## src/gl_pkg.sv

```systemverilog
// Package of constants and types shared by the guard lock controller.
package gl_pkg;

   // ---------------------------------------------------------------
   // Bus and register map
   // ---------------------------------------------------------------
   localparam int unsigned AXI_AW = 4;
   localparam logic [3:0] OFS_CTRL     = 4'h0;
   localparam logic [3:0] OFS_STATUS   = 4'h4;
   localparam logic [3:0] OFS_IRQ_STAT = 4'h8;
   localparam logic [3:0] OFS_IRQ_MASK = 4'hc;
   localparam logic [1:0] RESP_OKAY   = 2'h0;
   localparam logic [1:0] RESP_DECERR = 2'h3;

   // Control register fields.
   localparam int unsigned CTRL_MONITORED = 0;
   localparam int unsigned CTRL_SPRING    = 1;
   localparam int unsigned CTRL_MANDATORY = 2;
   localparam int unsigned CTRL_NO_DOOR   = 3;
   localparam int unsigned CTRL_FAULT_EN  = 4;
   localparam int unsigned CTRL_UNL_LSB   = 8;
   localparam int unsigned CTRL_FB_LSB    = 16;
   localparam logic [31:0] CTRL_RESET     = 32'h0000_0000;
   localparam logic [31:0] MASK_RESET     = 32'h0000_0000;

   // Status register fields.
   localparam int unsigned STAT_MAIN   = 8;
   localparam int unsigned STAT_DRIVE  = 9;
   localparam int unsigned STAT_FAULT  = 10;
   localparam int unsigned STAT_OPENED = 11;
   localparam int unsigned STAT_CNT_LSB = 16;

   // Interrupt events.
   localparam int unsigned NUM_EV   = 4;
   localparam int unsigned EV_FAULT = 0;
   localparam int unsigned EV_LOCK  = 1;
   localparam int unsigned EV_OPEN  = 2;
   localparam int unsigned EV_RESET = 3;

   // ---------------------------------------------------------------
   // Timing
   // ---------------------------------------------------------------
   localparam int unsigned CLK_PERIOD_NS  = 5;
   localparam int unsigned TICK_PERIOD_NS = 1_000_000;
   localparam int unsigned TICK_CYCLES_DEF = TICK_PERIOD_NS / CLK_PERIOD_NS;
   localparam int unsigned MS_W = 15;

   // Unlock delay code map, in milliseconds.
   localparam int unsigned UNL_FINE_LAST = 10;
   localparam int unsigned UNL_MID_LAST  = 28;
   localparam int unsigned UNL_FINE_MS   = 100;
   localparam int unsigned UNL_MID_BASE  = 1500;
   localparam int unsigned UNL_MID_MS    = 500;
   localparam int unsigned UNL_HI_BASE   = 15000;
   localparam int unsigned UNL_HI_MS     = 5000;

   // Feedback window code map, in milliseconds.
   localparam int unsigned FB_FINE_LAST = 9;
   localparam int unsigned FB_MID_LAST  = 27;
   localparam int unsigned FB_FINE_MS   = 10;
   localparam int unsigned FB_MID_BASE  = 150;
   localparam int unsigned FB_MID_MS    = 50;
   localparam int unsigned FB_HI_BASE   = 1500;
   localparam int unsigned FB_HI_MS     = 500;

   // ---------------------------------------------------------------
   // Types
   // ---------------------------------------------------------------
   typedef struct packed {
      logic [4:0] fb_code;
      logic [4:0] unl_code;
      logic       fault_en;
      logic       no_door;
      logic       mandatory;
      logic       spring;
      logic       monitored;
   } gl_cfg_t;

   typedef struct packed {
      logic reset_btn;
      logic lock_fbk;
      logic door_closed;
      logic unlock_req;
   } gl_pins_t;

   typedef enum logic [5:0] {
      ST_LOCKING   = 6'h01,
      ST_LOCKED    = 6'h02,
      ST_UNL_WAIT  = 6'h04,
      ST_UNLOCKING = 6'h08,
      ST_UNLOCKED  = 6'h10,
      ST_FAULT     = 6'h20
   } gl_state_t;

endpackage

```

## src/gl_sync.sv

```systemverilog
// Two flip-flop synchroniser for the pin inputs.
`timescale 1ns/1ps
module gl_sync #(
   parameter int unsigned WIDTH = 4
) (
   input  wire logic             aclk,
   input  wire logic             aresetn,
   input  wire logic [WIDTH-1:0] din,
   output logic      [WIDTH-1:0] dout
);

   logic [WIDTH-1:0] meta;

   always_ff @(posedge aclk) begin
      if (!aresetn) begin
         meta <= '0;
         dout <= '0;
      end else begin
         meta <= din;
         dout <= meta;
      end
   end

endmodule

```

## src/gl_guard_lock.sv

```systemverilog
// Guard lock supervisor with AXI4-Lite registers and interrupt.
//
// Overview of operation
// - Check request, door and feedback for consistency.
// - Manual reset: one rising edge is valid.
// - Monitored reset: needs rise then fall.
// - Hold magnet for the selected unlock delay.
// - Feedback must follow drive within window.
// - Spring option: energised magnet means unlocked.
// - Mandatory opening: door must open then close.
// - No-door option: main output follows lock only.
// - Fault output high on lock malfunction.
// - Main output high only locked (and closed unless no-door).
// - Any error forces main output low.
// - One two-valued magnet drive output.
// - Request rise drops main output at once.
// - No-door mode relocks at once on release.
// - Main rises when feedback confirms lock.
`timescale 1ns/1ps
module gl_guard_lock #(
   parameter int unsigned TICK_CYCLES = gl_pkg::TICK_CYCLES_DEF
) (
   input  wire logic                      aclk,
   input  wire logic                      aresetn,
   input  wire logic [gl_pkg::AXI_AW-1:0] s_axi_awaddr,
   input  wire logic                      s_axi_awvalid,
   output logic                           s_axi_awready,
   input  wire logic [31:0]               s_axi_wdata,
   input  wire logic [3:0]                s_axi_wstrb,
   input  wire logic                      s_axi_wvalid,
   output logic                           s_axi_wready,
   output logic [1:0]                     s_axi_bresp,
   output logic                           s_axi_bvalid,
   input  wire logic                      s_axi_bready,
   input  wire logic [gl_pkg::AXI_AW-1:0] s_axi_araddr,
   input  wire logic                      s_axi_arvalid,
   output logic                           s_axi_arready,
   output logic [31:0]                    s_axi_rdata,
   output logic [1:0]                     s_axi_rresp,
   output logic                           s_axi_rvalid,
   input  wire logic                      s_axi_rready,
   input  wire logic                      unlock_req,
   input  wire logic                      door_closed,
   input  wire logic                      lock_fbk,
   input  wire logic                      reset_btn,
   output logic                           main_out,
   output logic                           magnet_drive,
   output logic                           fault_flag,
   output logic                           irq
);
   import gl_pkg::*;

   localparam int unsigned TICK_W = $clog2(TICK_CYCLES + 1);

   // ---------------------------------------------------------------
   // Decoding helpers
   // ---------------------------------------------------------------
   function automatic logic [MS_W-1:0] unl_ms(input logic [4:0] c);
      int unsigned v;
      v = c;
      if (v <= UNL_FINE_LAST) begin
         return MS_W'(v * UNL_FINE_MS);
      end else if (v <= UNL_MID_LAST) begin
         return MS_W'(UNL_MID_BASE + (v - UNL_FINE_LAST - 1) * UNL_MID_MS);
      end
      return MS_W'(UNL_HI_BASE + (v - UNL_MID_LAST - 1) * UNL_HI_MS);
   endfunction

   function automatic logic [MS_W-1:0] fb_ms(input logic [4:0] c);
      int unsigned v;
      v = c;
      if (v <= FB_FINE_LAST) begin
         return MS_W'((v + 1) * FB_FINE_MS);
      end else if (v <= FB_MID_LAST) begin
         return MS_W'(FB_MID_BASE + (v - FB_FINE_LAST - 1) * FB_MID_MS);
      end
      return MS_W'(FB_HI_BASE + (v - FB_MID_LAST - 1) * FB_HI_MS);
   endfunction

   function automatic logic [31:0] merge(input logic [31:0] old,
                                         input logic [31:0] val,
                                         input logic [3:0]  strb);
      logic [31:0] r;
      r = old;
      for (int i = 0; i < 4; i++) begin
         if (strb[i]) begin
            r[i*8 +: 8] = val[i*8 +: 8];
         end
      end
      return r;
   endfunction

   function automatic gl_cfg_t to_cfg(input logic [31:0] r);
      gl_cfg_t c;
      c.monitored = r[CTRL_MONITORED];
      c.spring    = r[CTRL_SPRING];
      c.mandatory = r[CTRL_MANDATORY];
      c.no_door   = r[CTRL_NO_DOOR];
      c.fault_en  = r[CTRL_FAULT_EN];
      c.unl_code  = r[CTRL_UNL_LSB +: 5];
      c.fb_code   = r[CTRL_FB_LSB +: 5];
      return c;
   endfunction

   // ---------------------------------------------------------------
   // Pin synchronisation
   // ---------------------------------------------------------------
   gl_pins_t pin;
   gl_pins_t pin_raw;

   assign pin_raw = '{reset_btn: reset_btn, lock_fbk: lock_fbk,
                      door_closed: door_closed, unlock_req: unlock_req};

   gl_sync #(
      .WIDTH ($bits(gl_pins_t))
   ) u_sync (
      .aclk    (aclk),
      .aresetn (aresetn),
      .din     (pin_raw),
      .dout    (pin)
   );

   // ---------------------------------------------------------------
   // Control state
   // ---------------------------------------------------------------
   gl_state_t         state;
   gl_state_t         next_state;
   gl_cfg_t           cfg;
   gl_cfg_t           next_cfg;
   logic              cfg_taken;
   logic              next_cfg_taken;
   logic [TICK_W-1:0] tick_cnt;
   logic [TICK_W-1:0] next_tick_cnt;
   logic [MS_W-1:0]   ms_cnt;
   logic [MS_W-1:0]   next_ms_cnt;
   logic              next_drive;
   logic              next_main;
   logic              next_fault;
   logic              door_opened;
   logic              next_door_opened;
   logic              btn_q;
   logic              btn_armed;
   logic              next_btn_armed;
   logic [NUM_EV-1:0] ev;
   logic [31:0]       ctrl;
   logic              tick;
   logic              drive_lock;
   logic              fbk_locked;
   logic              door_ok;
   logic              rst_ok;
   logic              fb_over;

   always_comb begin
      next_state       = state;
      next_cfg         = cfg;
      next_cfg_taken   = 1'b1;
      next_drive       = magnet_drive;
      next_door_opened = door_opened;
      next_btn_armed   = btn_armed;
      ev               = '0;
      tick             = (tick_cnt == TICK_W'(TICK_CYCLES - 1));
      next_tick_cnt    = tick ? '0 : tick_cnt + 1'b1;
      next_ms_cnt      = (tick && ms_cnt != '1) ? ms_cnt + 1'b1 : ms_cnt;
      drive_lock       = ~cfg.spring;
      fbk_locked       = (pin.lock_fbk == drive_lock);
      door_ok          = cfg.no_door | pin.door_closed;
      fb_over          = (ms_cnt >= fb_ms(cfg.fb_code));
      // A manual reset is a rise; a monitored one needs the fall too.
      if (pin.reset_btn && !btn_q) begin
         next_btn_armed = 1'b1;
      end else if (!pin.reset_btn && btn_q) begin
         next_btn_armed = 1'b0;
      end
      rst_ok = cfg.monitored ? (btn_armed && !pin.reset_btn && btn_q)
                             : (pin.reset_btn && !btn_q);
      // Options are taken once after reset, then again on each restart.
      if (!cfg_taken) begin
         next_cfg = to_cfg(ctrl);
      end
      unique case (state)
         ST_LOCKING: begin
            next_drive = drive_lock;
            if (pin.unlock_req) begin
               next_state = ST_UNL_WAIT;
            end else if (fbk_locked && door_ok) begin
               next_state = ST_LOCKED;
            end else if (fb_over) begin
               // Door is judged only at window end: the synchroniser
               // shows it open for two cycles after reset.
               next_state = ST_FAULT;
            end
         end
         ST_LOCKED: begin
            if (!fbk_locked || !door_ok) begin
               next_state = ST_FAULT;
            end else if (pin.unlock_req) begin
               next_state = ST_UNL_WAIT;
            end
         end
         ST_UNL_WAIT: begin
            if (!fbk_locked || !door_ok) begin
               next_state = ST_FAULT;
            end else if (!pin.unlock_req) begin
               next_state = ST_LOCKING;
            end else if (ms_cnt >= unl_ms(cfg.unl_code)) begin
               next_state = ST_UNLOCKING;
               next_drive = ~drive_lock;
            end
         end
         ST_UNLOCKING: begin
            if (!fbk_locked) begin
               next_state = ST_UNLOCKED;
            end else if (fb_over) begin
               next_state = ST_FAULT;
            end
         end
         ST_UNLOCKED: begin
            if (!pin.door_closed) begin
               next_door_opened = 1'b1;
            end
            if (fbk_locked) begin
               next_state = ST_FAULT;
            end else if (!pin.unlock_req) begin
               if (cfg.no_door) begin
                  next_state = ST_LOCKING;
                  next_drive = drive_lock;
               end else if (pin.door_closed
                            && (!cfg.mandatory || door_opened)) begin
                  next_state = ST_LOCKING;
                  next_drive = drive_lock;
               end
            end
         end
         ST_FAULT: begin
            next_drive = drive_lock;
            if (rst_ok) begin
               next_state = ST_LOCKING;
               next_cfg   = to_cfg(ctrl);
               ev[EV_RESET] = 1'b1;
            end
         end
      endcase
      if (next_state != state) begin
         next_ms_cnt   = '0;
         next_tick_cnt = '0;
      end
      if (next_state == ST_LOCKING) begin
         next_door_opened = 1'b0;
      end
      ev[EV_FAULT] = (next_state == ST_FAULT) && (state != ST_FAULT);
      ev[EV_LOCK]  = (next_state == ST_LOCKED) && (state != ST_LOCKED);
      ev[EV_OPEN]  = (next_state == ST_UNLOCKED) && (state != ST_UNLOCKED);
      next_main  = (next_state == ST_LOCKED);
      next_fault = (next_state == ST_FAULT) && cfg.fault_en;
   end

   always_ff @(posedge aclk) begin
      if (!aresetn) begin
         state        <= ST_LOCKING;
         cfg          <= '0;
         cfg_taken    <= 1'b0;
         tick_cnt     <= '0;
         ms_cnt       <= '0;
         magnet_drive <= 1'b1;
         main_out     <= 1'b0;
         fault_flag   <= 1'b0;
         door_opened  <= 1'b0;
         btn_q        <= 1'b0;
         btn_armed    <= 1'b0;
      end else begin
         state        <= next_state;
         cfg          <= next_cfg;
         cfg_taken    <= next_cfg_taken;
         tick_cnt     <= next_tick_cnt;
         ms_cnt       <= next_ms_cnt;
         magnet_drive <= next_drive;
         main_out     <= next_main;
         fault_flag   <= next_fault;
         door_opened  <= next_door_opened;
         btn_q        <= pin.reset_btn;
         btn_armed    <= next_btn_armed;
      end
   end

   // ---------------------------------------------------------------
   // AXI4-Lite slave and interrupt registers
   // ---------------------------------------------------------------
   logic [AXI_AW-1:0] aw_addr;
   logic [AXI_AW-1:0] next_aw_addr;
   logic              aw_full;
   logic              next_aw_full;
   logic [31:0]       w_data;
   logic [31:0]       next_w_data;
   logic [3:0]        w_strb;
   logic [3:0]        next_w_strb;
   logic              w_full;
   logic              next_w_full;
   logic              next_bvalid;
   logic [1:0]        next_bresp;
   logic              next_rvalid;
   logic [31:0]       next_rdata;
   logic [1:0]        next_rresp;
   logic [31:0]       next_ctrl;
   logic [NUM_EV-1:0] irq_stat;
   logic [NUM_EV-1:0] next_irq_stat;
   logic [NUM_EV-1:0] irq_mask;
   logic [NUM_EV-1:0] next_irq_mask;
   logic [NUM_EV-1:0] clr;
   logic [31:0]       status;

   always_comb begin
      status = '0;
      status[$bits(gl_state_t)-1:0] = state;
      status[STAT_MAIN]   = main_out;
      status[STAT_DRIVE]  = magnet_drive;
      status[STAT_FAULT]  = (state == ST_FAULT);
      status[STAT_OPENED] = door_opened;
      status[STAT_CNT_LSB +: MS_W] = ms_cnt;
   end

   always_comb begin
      next_aw_addr  = aw_addr;
      next_aw_full  = aw_full;
      next_w_data   = w_data;
      next_w_strb   = w_strb;
      next_w_full   = w_full;
      next_bvalid   = s_axi_bvalid;
      next_bresp    = s_axi_bresp;
      next_rvalid   = s_axi_rvalid;
      next_rdata    = s_axi_rdata;
      next_rresp    = s_axi_rresp;
      next_ctrl     = ctrl;
      next_irq_mask = irq_mask;
      clr           = '0;
      if (s_axi_awvalid && s_axi_awready) begin
         next_aw_addr = s_axi_awaddr;
         next_aw_full = 1'b1;
      end
      if (s_axi_wvalid && s_axi_wready) begin
         next_w_data = s_axi_wdata;
         next_w_strb = s_axi_wstrb;
         next_w_full = 1'b1;
      end
      if (s_axi_bvalid && s_axi_bready) begin
         next_bvalid = 1'b0;
      end
      if (aw_full && w_full && !s_axi_bvalid) begin
         next_aw_full = 1'b0;
         next_w_full  = 1'b0;
         next_bvalid  = 1'b1;
         next_bresp   = RESP_OKAY;
         unique case (aw_addr)
            OFS_CTRL:     next_ctrl = merge(ctrl, w_data, w_strb);
            OFS_STATUS:   ;
            OFS_IRQ_STAT: clr = NUM_EV'(merge('0, w_data, w_strb));
            OFS_IRQ_MASK: next_irq_mask = NUM_EV'(merge(32'(irq_mask),
                                                        w_data, w_strb));
            default:      next_bresp = RESP_DECERR;
         endcase
      end
      // A new event wins over a clear written in the same cycle.
      next_irq_stat = (irq_stat & ~clr) | ev;
      if (s_axi_rvalid && s_axi_rready) begin
         next_rvalid = 1'b0;
      end
      if (s_axi_arvalid && s_axi_arready) begin
         next_rvalid = 1'b1;
         next_rresp  = RESP_OKAY;
         unique case (s_axi_araddr)
            OFS_CTRL:     next_rdata = ctrl;
            OFS_STATUS:   next_rdata = status;
            OFS_IRQ_STAT: next_rdata = 32'(irq_stat);
            OFS_IRQ_MASK: next_rdata = 32'(irq_mask);
            default: begin
               next_rdata = '0;
               next_rresp = RESP_DECERR;
            end
         endcase
      end
   end

   always_ff @(posedge aclk) begin
      if (!aresetn) begin
         aw_addr       <= '0;
         aw_full       <= 1'b0;
         w_data        <= '0;
         w_strb        <= '0;
         w_full        <= 1'b0;
         s_axi_awready <= 1'b0;
         s_axi_wready  <= 1'b0;
         s_axi_bvalid  <= 1'b0;
         s_axi_bresp   <= RESP_OKAY;
         s_axi_arready <= 1'b0;
         s_axi_rvalid  <= 1'b0;
         s_axi_rdata   <= '0;
         s_axi_rresp   <= RESP_OKAY;
         ctrl          <= CTRL_RESET;
         irq_stat      <= '0;
         irq_mask      <= NUM_EV'(MASK_RESET);
         irq           <= 1'b0;
      end else begin
         aw_addr       <= next_aw_addr;
         aw_full       <= next_aw_full;
         w_data        <= next_w_data;
         w_strb        <= next_w_strb;
         w_full        <= next_w_full;
         s_axi_awready <= !next_aw_full;
         s_axi_wready  <= !next_w_full;
         s_axi_bvalid  <= next_bvalid;
         s_axi_bresp   <= next_bresp;
         s_axi_arready <= !next_rvalid;
         s_axi_rvalid  <= next_rvalid;
         s_axi_rdata   <= next_rdata;
         s_axi_rresp   <= next_rresp;
         ctrl          <= next_ctrl;
         irq_stat      <= next_irq_stat;
         irq_mask      <= next_irq_mask;
         irq           <= |(next_irq_stat & next_irq_mask);
      end
   end

endmodule

```

## config.mk

```make
export PLATFORM = sky130hd
export DESIGN_NAME = gl_guard_lock
export DESIGN_NICKNAME = d
export VERILOG_FILES = /design/src/gl_pkg.sv /design/src/gl_sync.sv /design/src/gl_guard_lock.sv
export SDC_FILE = /design/constraint.sdc
export NUM_CORES = 1
export LEC_CHECK = 0
export ABC_AREA = 1
export BUFFER_PORTS_ARGS = -buffer_cell sky130_fd_sc_hd__buf_2
export CAP_MARGIN = 20
export CORE_ASPECT_RATIO = 0.7
export CORE_MARGIN = 4
export CORE_UTILIZATION = 45
export DETAILED_ROUTE_END_ITERATION = 8
export GPL_TIMING_DRIVEN = 0
export PLACE_DENSITY = 0.71
export SLEW_MARGIN = 25
export SYNTH_ARGS = -nofsm -noshare
export SYNTH_HDL_FRONTEND = slang
export SYNTH_SLANG_ARGS = --single-unit
```

## constraint.sdc

```tcl
create_clock -name aclk -period 8 [get_ports aclk]
set_input_delay 0 -clock aclk [delete_from_list [all_inputs] [get_ports aclk]]
set_output_delay 0 -clock aclk [all_outputs]
set_load 0.005 [all_outputs]
```

# [Word-level counts from Yosys, hierarchy flattened]
# Cells that the tools add are included.
[op_classes] addsub=15 n_mul=6 order_cmp=6 n_eq_ne=29 n_mux=65 bitwise=8 reduce_logical=47
[op_table] op="2-to-1 mux 15 bit" count=12
[op_table] op="one-hot mux 32 bit (4 select lines)" count=1
[op_table] op="2-to-1 mux 6 bit" count=14
[op_table] op="multiplier 32 x 7 -> 13 bit, second input constant" count=2
[op_table] op="one-hot mux 6 bit (6 select lines)" count=1
[op_table] op="multiplier 32 x 10 -> 12 bit, second input constant" count=1
[op_table] op="multiplier 32 x 5 -> 14 bit, second input constant" count=1
[op_table] op="adder 11 x 15 -> 15 bit, first input constant" count=2
[op_table] op=">= comparator 15 bit" count=2
[op_table] op="2-to-1 mux 1 bit" count=28
[op_table] op="subtractor 6 x 2 -> 7 bit, second input constant" count=4
[op_table] op="2-to-1 mux 4 bit" count=6
[op_table] op="adder 18 x 1 -> 18 bit, second input constant" count=1
[op_table] op="equality test 18 bit, second input constant" count=1
[op_table] op="logical AND 1 bit" count=18
[op_table] op="equality test 4 bit, second input constant" count=4
[op_table] op="adder 14 x 15 -> 15 bit, first input constant" count=1
[op_table] op="adder 15 x 1 -> 15 bit, second input constant" count=1
[op_table] op="adder 8 x 15 -> 15 bit, first input constant" count=1
[op_table] op="inequality test 15 bit, second input constant" count=1
[op_table] op="equality test 6 x 1 -> 1 bit, second input constant" count=2
[op_table] op="equality test 6 x 2 -> 1 bit, second input constant" count=2
[op_table] op="equality test 6 x 5 -> 1 bit, second input constant" count=2
[op_table] op="equality test 6 bit, second input constant" count=2
[op_table] op="36 further kinds" count=66
[totals] regBits=193 out_inout_bits=45 word_cells=215

# [Longest topological paths before layout]
# Gate-level depths: netlist of the first run.
[depth] ltp_word=20 mapped_depth=50 depth_no_buf=50

# [By module]
# From an unflattened synthesis of the first run, not the netlist that was laid out.
[hier_totals] cells_unflattened=2112 area_unflattened_um2=15077.0
[modules_own_cells] mod="gl_guard_lock" n_inst=1 cells_each=2087 area_each_um2=14851.7 seq_area_each_um2=3663.5
[modules_own_cells] mod="gl_sync" n_inst=1 cells_each=25 area_each_um2=225.2 seq_area_each_um2=160.2

# [Worst setup path after synthesis of the first run]
# No wires, ideal clock.
[synth_path] path_type="register to register" start="register cfg[10] in the netlist's numbering" end="register tick_cnt[8]" setup_ns=0.061 t_arrival_ns=7.192 path_slack_ns=0.747 path_stages_with_launch=46 n_path_buf=1 period_less_slack_ns=7.253 cell_sequence="dfxtp_1 > inv_2 > o21ai_1 > xor2_1 > nand2_1 > nor2_1 > nor2_1 > nor2_1 > inv_1 > fa_1 > inv_1 > fa_1 > inv_1 > fa_1 > inv_1 > fa_1 > inv_1 > ha_1 > [... 10 more ...] > nand2_1 > ha_1 > nand2_1 > nor2_1 > nand2_1 > inv_1 > a21oi_2 > nand3_1 > nor2_1 > nand2_1 > nand2_1 > nand2_2 > xor2_1 > nand2_1 > nor2_2 > nand3_4 > buf_12 > nor2_4"
[synth_between] elab_chain_cells=14 word_cells_on_any_way=25 cone_classes="add/sub: 7; mul: 3; order compare: 3; eq/ne: 1; mux: 10; reduce/logical: 1"
[synth_lines] item="start, declared" line_no="gl_guard_lock.sv:128" source="gl_cfg_t cfg;"
[synth_lines] item="start signal, assigned" line_no="gl_guard_lock.sv:272" source="cfg <= next_cfg;"
[synth_lines] item="subtractor 5 x 4 -> 6 bit" line_no="gl_guard_lock.sv:75" source="return MS_W'(FB_MID_BASE + (v - FB_FINE_LAST - 1) * FB_MID_MS);"
[synth_lines] item="subtractor 6 x 2 -> 7 bit" line_no="gl_guard_lock.sv:75"
[synth_lines] item="multiplier 32 x 5 -> 14 bit" line_no="gl_guard_lock.sv:75"
[synth_lines] item="adder 8 x 15 -> 15 bit" line_no="gl_guard_lock.sv:75"
[synth_lines] item="2-to-1 mux 15 bit" line_no="gl_guard_lock.sv:74" source="end else if (v <= FB_MID_LAST) begin"
[synth_lines] item="2-to-1 mux 15 bit" line_no="gl_guard_lock.sv:72" source="if (v <= FB_FINE_LAST) begin"
[synth_lines] item="2-to-1 mux 15 bit (*)" line_no="gl_guard_lock.sv:77" source="return MS_W'(FB_HI_BASE + (v - FB_MID_LAST - 1) * FB_HI_MS);"
[synth_lines] item=">= comparator 15 bit (*)" line_no="gl_guard_lock.sv:167" source="fb_over = (ms_cnt >= fb_ms(cfg.fb_code));"
[synth_lines] item="2-to-1 mux 6 bit (*)" line_no="gl_guard_lock.sv:187, gl_guard_lock.sv:213"
[synth_lines] item="2-to-1 mux 6 bit" line_no="gl_guard_lock.sv:185" source="end else if (fbk_locked && door_ok) begin"
[synth_lines] item="2-to-1 mux 6 bit" line_no="gl_guard_lock.sv:183" source="if (pin.unlock_req) begin"
[synth_lines] item="one-hot mux 6 bit (6 select lines) (*)" line_no="gl_guard_lock.sv:180" source="unique case (state)"
[synth_lines] item="inequality test 6 bit (*)" line_no="gl_guard_lock.sv:243" source="if (next_state != state) begin"
[synth_lines] item="OR reduction 3 bit (no line) (*)"
[synth_lines] item="end signal, assigned" line_no="gl_guard_lock.sv:274" source="tick_cnt <= next_tick_cnt;"
[synth_lines] item="end, declared" line_no="gl_guard_lock.sv:132" source="logic [TICK_W-1:0] tick_cnt;"
# Every way passes the cells marked *; elsewhere a longest branch is shown, timed or not. The select of a mux whose other input is x is not followed.
# A chain may end at the register's enable or synchronous reset.

# [Final worst setup path of the first run]
[layout_path] start="register cfg[11] in the netlist's numbering" end="register ms_cnt[2]"
[layout_between] elab_chain_cells=14 word_cells_on_any_way=25 cone_classes="add/sub: 7; mul: 3; order compare: 3; eq/ne: 1; mux: 10; reduce/logical: 1"
[layout_lines] item="subtractor 5 x 4 -> 6 bit" line_no="gl_guard_lock.sv:75"
[layout_lines] item="subtractor 6 x 2 -> 7 bit" line_no="gl_guard_lock.sv:75"
[layout_lines] item="multiplier 32 x 5 -> 14 bit" line_no="gl_guard_lock.sv:75"
[layout_lines] item="adder 8 x 15 -> 15 bit" line_no="gl_guard_lock.sv:75"
[layout_lines] item="2-to-1 mux 15 bit" line_no="gl_guard_lock.sv:74"
[layout_lines] item="2-to-1 mux 15 bit" line_no="gl_guard_lock.sv:72"
[layout_lines] item="2-to-1 mux 15 bit (*)" line_no="gl_guard_lock.sv:77"
[layout_lines] item=">= comparator 15 bit (*)" line_no="gl_guard_lock.sv:167"
[layout_lines] item="2-to-1 mux 6 bit (*)" line_no="gl_guard_lock.sv:187, gl_guard_lock.sv:213"
[layout_lines] item="2-to-1 mux 6 bit" line_no="gl_guard_lock.sv:185"
[layout_lines] item="2-to-1 mux 6 bit" line_no="gl_guard_lock.sv:183"
[layout_lines] item="one-hot mux 6 bit (6 select lines) (*)" line_no="gl_guard_lock.sv:180"
[layout_lines] item="inequality test 6 bit (*)" line_no="gl_guard_lock.sv:243"
[layout_lines] item="OR reduction 2 bit (no line) (*)"
[layout_lines] item="end signal, assigned" line_no="gl_guard_lock.sv:275" source="ms_cnt <= next_ms_cnt;"
[layout_lines] item="end, declared" line_no="gl_guard_lock.sv:134" source="logic [MS_W-1:0] ms_cnt;"
# Marks and branches as above.

==> results of run 1 <==
==> state kept, by name, summed over array words and instances, names as in the netlist, 6 cells and up <==
signal,flops
ms_cnt,15
tick_cnt,18
state,6
cfg,15
ctrl,32
w_data,32
s_axi_rdata,32
==> cell families (layout without fill, tap and decap cells) <==
logic type / count (synthesis) / in the layout / share of synthesized area
and+or+nand+nor: 784 / 784 / 0.2307
buffers and inverters: 416 / 619 / 0.1070
AOI/OAI and AO/OA: 370 / 370 / 0.1344
adders and majority gates: 220 / 220 / 0.2115
DFF: 191 / 191 / 0.2555
xor gates and xnor gates: 103 / 103 / 0.06079
==> power by group through the flow <==
stage               registers [mW]  logic, mW  clock network, mW
finish                        1.01       2.95              0.806
global route                  1.02       3.38              0.854
CTS                           1.01       2.85              0.815
detailed placement            1.04       2.77                  0
global placement              1.03       2.70                  0
floorplan                     1.03       2.23                  0
==> worst paths after layout <==
path,start,endpoint,slack (ps),depth (start not counted)
worst max-delay path,cfg[11],ms_cnt[2],290,42
worst min-delay path,s_axi_awvalid,aw_addr[1],60,4
worst max register to register,cfg[11],ms_cnt[2],290,42
worst min register to register,u_sync.meta[2],u_sync.dout[2],420,2
==> per-stage QoR <==
| stage | area [µm²] | TNS, ps | power (mW) |
|---|---|---|---|
| floorplan | 14960 | 0 | 3.252 |
| global placement | 15990 | -13330 | 3.732 |
| detailed placement | 15990 | -19780 | 3.809 |
| CTS | 17130 | 0 | 4.676 |
| global route | 17410 | -1756 | 5.252 |
| finish | 17410 | 0 | 4.772 |
==> tightest hold or removal path: stages <==
cell and delay, ps:
buf_2 90, nand2_1 170, o21ai_0 110, nor2_1 80
==> cell usage after synthesis (3+ instances only) <==
cell and n:
or2_2 5, nor3_2 6, o21ai_0 144, inv_1 355
nor3b_1 6, a32oi_1 3, clkinv_1 4, o21ai_1 3
o21ai_2 3, nor4_1 3, o21a_1 3, nand3_1 75
a31oi_1 5, nor2_1 247, nor2_2 8, buf_1 5
o22ai_1 23, dfxtp_1 191, nor3b_2 6, nand2_2 3
xor2_1 69, o31ai_1 3, nand3_2 4, nor2_4 11
inv_2 6, fa_1 55, nor3_1 28, nand4_1 20
nand3b_1 6, a21oi_1 159, xnor2_1 33, nand2_1 349
ha_1 165, a21o_1 7, clkbuf_1 40
==> metal layers <==
| metal | global-route usage | routed length (µm) |
|---|---|---|
| met5 | 0 | 0 |
| met4 | 0.05426 | 871 |
| met3 | 0.02722 | 2778 |
| met2 | 0.3440 | 17790 |
| met1 | 0.3314 | 19780 |
==> cell type report <==
cell class,count,area (µm²),share of cell area
Buffer,51,239.0,0.01373
Clock buffer,17,425.4,0.02444
Clock inverter,14,121.4,0.006971
Inverter,365,1388,0.07970
Multi-Input combinational cell,1477,9688,0.5565
Sequential cell,191,3835,0.2203
Tap cell,427,534.3,0.03069
Timing Repair Buffer,172,1179,0.06770
==> repair_timing <==
action                     in CTS  in global routing
pin swaps                       1                  8
setup buffers                   6                 18
hold endpoints to repair       49                  0
gates resized for setup        13                 39
hold buffers                   49                  0
setup endpoints to repair      39                 39
==> out/metrics.csv, run 1 <==
metric;value;unit
core area;32550;µm²
clk_skew;8.958;ps
total number of vias;14160;
Hold Fails Final Rpt;0;
initial DRC count;1216;
post-synth net total;2359;
clk root buf;clkbuf_16;
initial core utilization;0.4597;
Num CTS Buffers;17;
Synth top area share;0.2555;
fill cell count;3051;
Pre-Repair DR Iteration Count;6;
Syn Inst Count;2084;
overall routed net length;41220;µm
Worst Setup Start Kind;register;
NumNets Final;2550;
Yosys cell types;57;
clk_lat worst skew;440;ps
Tcrit/Tclk final;0.9631;
share of cells above drive strength 1;0.1111;
via count of the first global-routing pass;13220;
Crit path largest cell delay;540;ps
Sw Pwr;2.223;mW
most frequent cells in the layout;inv_1, nand2_1, nor2_1, dfxtp_1, ha_1;
crit path time final;7705;ps
CP Capture Type;register;
n_diodes;0;
top post-synthesis cells by area;dfxtp_1, ha_1, inv_1;
Core Rows;55;
Pwr Density;274.1;nW/µm²
initial antenna violation count;0;
Final Instance Count excl. Fillers;2714;
worst setup margin;294.8;ps
IO buf count;99;
CTS tree;yes;
grt total ovfl;0;
clk sink count;191;
Post-synth EDFFs;0;
status;finished, final reports clean;
Clock H-tree levels;4;
most frequent CP cell;inv_1;
Fmax;0.1298;GHz
Synth area leader;dfxtp_1;
# placed instances;2610;
Detail Route Antenna Nets;0;
worst vdd ir;0.2012;mV
Logic pwr share;0.619;
CP max-delay cell;fa_1;
Total GRT Usage;0.2228;
wire per inst;15.19;µm
kind of critical path;register to register;
area of the mapped netlist;14960;µm²
cell family with most CP delay;adder cells;
Die Y;160.6;µm
DR vias/cell;5.217;
Leak;8.209;nW
pre-CTS setup slack;-676.0;ps
IO Count;100;
global-route wire length before repair;66410;µm
die area;36280;µm²
clk slew on worst S/H paths;70;ps
Syn Area/Cell;7.181;µm²
Async SR Flop Fraction;0;
WHS;57.41;ps
Clk pwr share;0.169;
Min-Delay Path Class;input port to register;
worst path required time;8350;ps
largest net degree at the start of global routing;19;
Net Sw Frac;0.4659;
worst path buffer plus inverter count;11;
crit path DAT;8060;ps
Worst-Margin Slew;761.1;ps
RD Place Congestion;0.9484;
Clock Tree Buf Depth;2;
Final Util;0.5348;
HPWL after DPL;32530;µm
Remaining DRCs;0;
critical path fanouts, max;7;
max-cap check violation count;0;
Pint;2.549;mW
relative slew slack;0.4926;
Slew Viols, Final;0;
Synth Register Bits;191;
sequential share of the synthesized area;0.2555;
sequential share of power;0.212;
synth warn;0;
Synth Flop Type;dfxtp_1;
Area growth syn-to-layout;16.34;%
most common cell after layout, fill and taps aside;inv_1;
Final Setup Violations;0;
Die Width;226.0;µm
(Power assumes the default switching activity.)
==> run 2, diff against run 1 <==
--- a/config.mk
+++ b/config.mk
@@ -8,12 +8,14 @@
 export ABC_AREA = 1
 export BUFFER_PORTS_ARGS = -buffer_cell sky130_fd_sc_hd__buf_2
 export CAP_MARGIN = 20
+export CELL_PAD_IN_SITES_DETAIL_PLACEMENT = 1
+export CELL_PAD_IN_SITES_GLOBAL_PLACEMENT = 1
 export CORE_ASPECT_RATIO = 0.7
 export CORE_MARGIN = 4
 export CORE_UTILIZATION = 45
 export DETAILED_ROUTE_END_ITERATION = 8
 export GPL_TIMING_DRIVEN = 0
-export PLACE_DENSITY = 0.71
+export PLACE_DENSITY = 0.9
 export SLEW_MARGIN = 25
 export SYNTH_ARGS = -nofsm -noshare
 export SYNTH_HDL_FRONTEND = slang
==> run 2 against run 1 <==
Worst hold slack gained 52 ps. Largest cell class unchanged. Critical endpoint is now tick_cnt[8]. Total power grew 8.5%. Global-route usage grew 7.4 points.
==> out/metrics.csv, run 2 (synthesis gave the netlist of run 1 again) <==
metric;value;unit
status;finished, final reports clean;
global-route wire length before repair;86330;µm
fill cell count;4169;
Tcrit/Tclk final;0.9678;
clk slew on worst S/H paths;90;ps
IO Count;100;
grt met3 use;0.04824;
max-cap check violation count;0;
Crit path largest cell delay;550;ps
Clock H-tree levels;4;
Num CTS Buffers;17;
Detail Route Antenna Nets;0;
RD Place Congestion;0.9219;
grt total ovfl;0;
Pre-Repair DR Iteration Count;6;
Die Width;226.0;µm
clk_lat worst skew;470;ps
biggest regs;ctrl: 32 flops, s_axi_rdata: 32 flops, w_data: 32 flops;
HPWL after DPL;38650;µm
GRT busiest layer;met2;
clk_skew;20.71;ps
Final Setup Violations;0;
clk sink count;191;
wire per inst;20.77;µm
# placed instances;2610;
initial core utilization;0.4597;
via count of the first global-routing pass;16100;
worst path required time;8400;ps
Core Rows;55;
met1 usage;0.3844;
IO buf count;99;
worst path buffer plus inverter count;11;
Die Y;160.6;µm
Final Instance Count excl. Fillers;2732;
most frequent cells in the layout;inv_1, nand2_1, nor2_1, dfxtp_1, ha_1;
CP max-delay cell;fa_1;
Area growth syn-to-layout;17.98;%
CTS tree;yes;
Fmax;0.1292;GHz
cell family with most CP delay;adder cells;
NumNets Final;2560;
crit path time final;7743;ps
initial DRC count;1096;
core area;32550;µm²
most common cell after layout, fill and taps aside;inv_1;
overall routed net length;56730;µm
clk root buf;clkbuf_16;
critical path fanouts, max;5;
Total GRT Usage;0.2968;
die area;36280;µm²
Final Util;0.5424;
worst vdd ir;0.2731;mV
Hold Fails Final Rpt;0;
multi-input logic area;9817;µm²
kind of critical path;register to register;
initial antenna violation count;8;
Worst-Margin Slew;1003;ps
total number of vias;15370;
Remaining DRCs;0;
relative slew slack;0.3311;
Clock Tree Buf Depth;2;
Worst Setup Start Kind;register;
crit path DAT;8140;ps
DR vias/cell;5.625;
CP Capture Type;register;
Storage cell area;3845;µm²
Min-Delay Path Class;input port to register;
Pwr Density;293.2;nW/µm²
Slew Viols, Final;0;
Leak;8.274;nW
most frequent CP cell;nand2_1;
share of cells above drive strength 1;0.1249;
largest net degree at the start of global routing;19;
met2 usage;0.4997;
run 2: metrics by stage:
stage	setup TNS [ps]	total power, mW	setup WS (ps)	hold slack (ps)	instance area [µm²]
after floorplan	0	3.252	746.9	27.72	14960
final	0	5.176	257.5	109.5	17650
after CTS	0	4.917	2.077	42.67	17230
after detailed placement	-25520	4.000	-864.2	192.0	15990
after global placement	-13620	3.813	-553.6	182.7	15990
after global routing	-3603	5.632	-187.5	174.8	17650
run 2: timing repair:
| item | 4_1_cts | 5_1_grt |
|---|---|---|
| hold buffers | 49 | 0 |
| gates cloned | 0 | 2 |
| endpoints found under the hold margin | 48 | 0 |
| gates resized for setup | 25 | 62 |
| setup buffers | 13 | 19 |
| setup endpoints to repair | 39 | 39 |
| pin swaps | 3 | 13 |
run 2: layout make-up:
cell class,instances,area share
Clock inverter,13,0.007229
Multi-Input combinational cell,1478,0.5561
Buffer,51,0.01368
Tap cell,427,0.03026
Inverter,365,0.07860
Clock buffer,19,0.02452
Timing Repair Buffer,181,0.07087
Antenna cell,7,0.0009922
Sequential cell,191,0.2178
run 2: final timing paths:
| path | from | to | slack [ps] | cells past startpoint |
|---|---|---|---|---|
| worst max-delay path | cfg[7] | tick_cnt[8] | 260 | 44 |
| worst max register to register | cfg[7] | tick_cnt[8] | 260 | 44 |
| worst min-delay path | s_axi_awvalid | aw_addr[1] | 110 | 4 |
| worst min register to register | u_sync.meta[1] | u_sync.dout[1] | 420 | 2 |
run 2: power breakdown:
group | leakage [nW] | switching [mW] | internal [mW]
Combinational | 6.44 | 2.10 | 1.21
Sequential | 1.56 | 0.0344 | 0.984
Clock | 0.274 | 0.435 | 0.412
Total | 8.27 | 2.57 | 2.61
run 2: routing by layer:
layer | vias up | wire, µm
li1 | 7055 | -
met1 | 7551 | 23350
met5 | - | 14
met3 | 170 | 3577
met4 | 2 | 2340
met2 | 590 | 27450
run 2: worst reg2reg max path: cells and delay by family (launching register included):
| family | cells | cell delay [ps] |
|---|---|---|
| simple gates | 21 | 2330 |
| xor+xnor | 2 | 470 |
| buf+inv | 11 | 1030 |
| compound gates | 3 | 540 |
| fa+ha+maj | 7 | 2970 |
| flops | 1 | 360 |
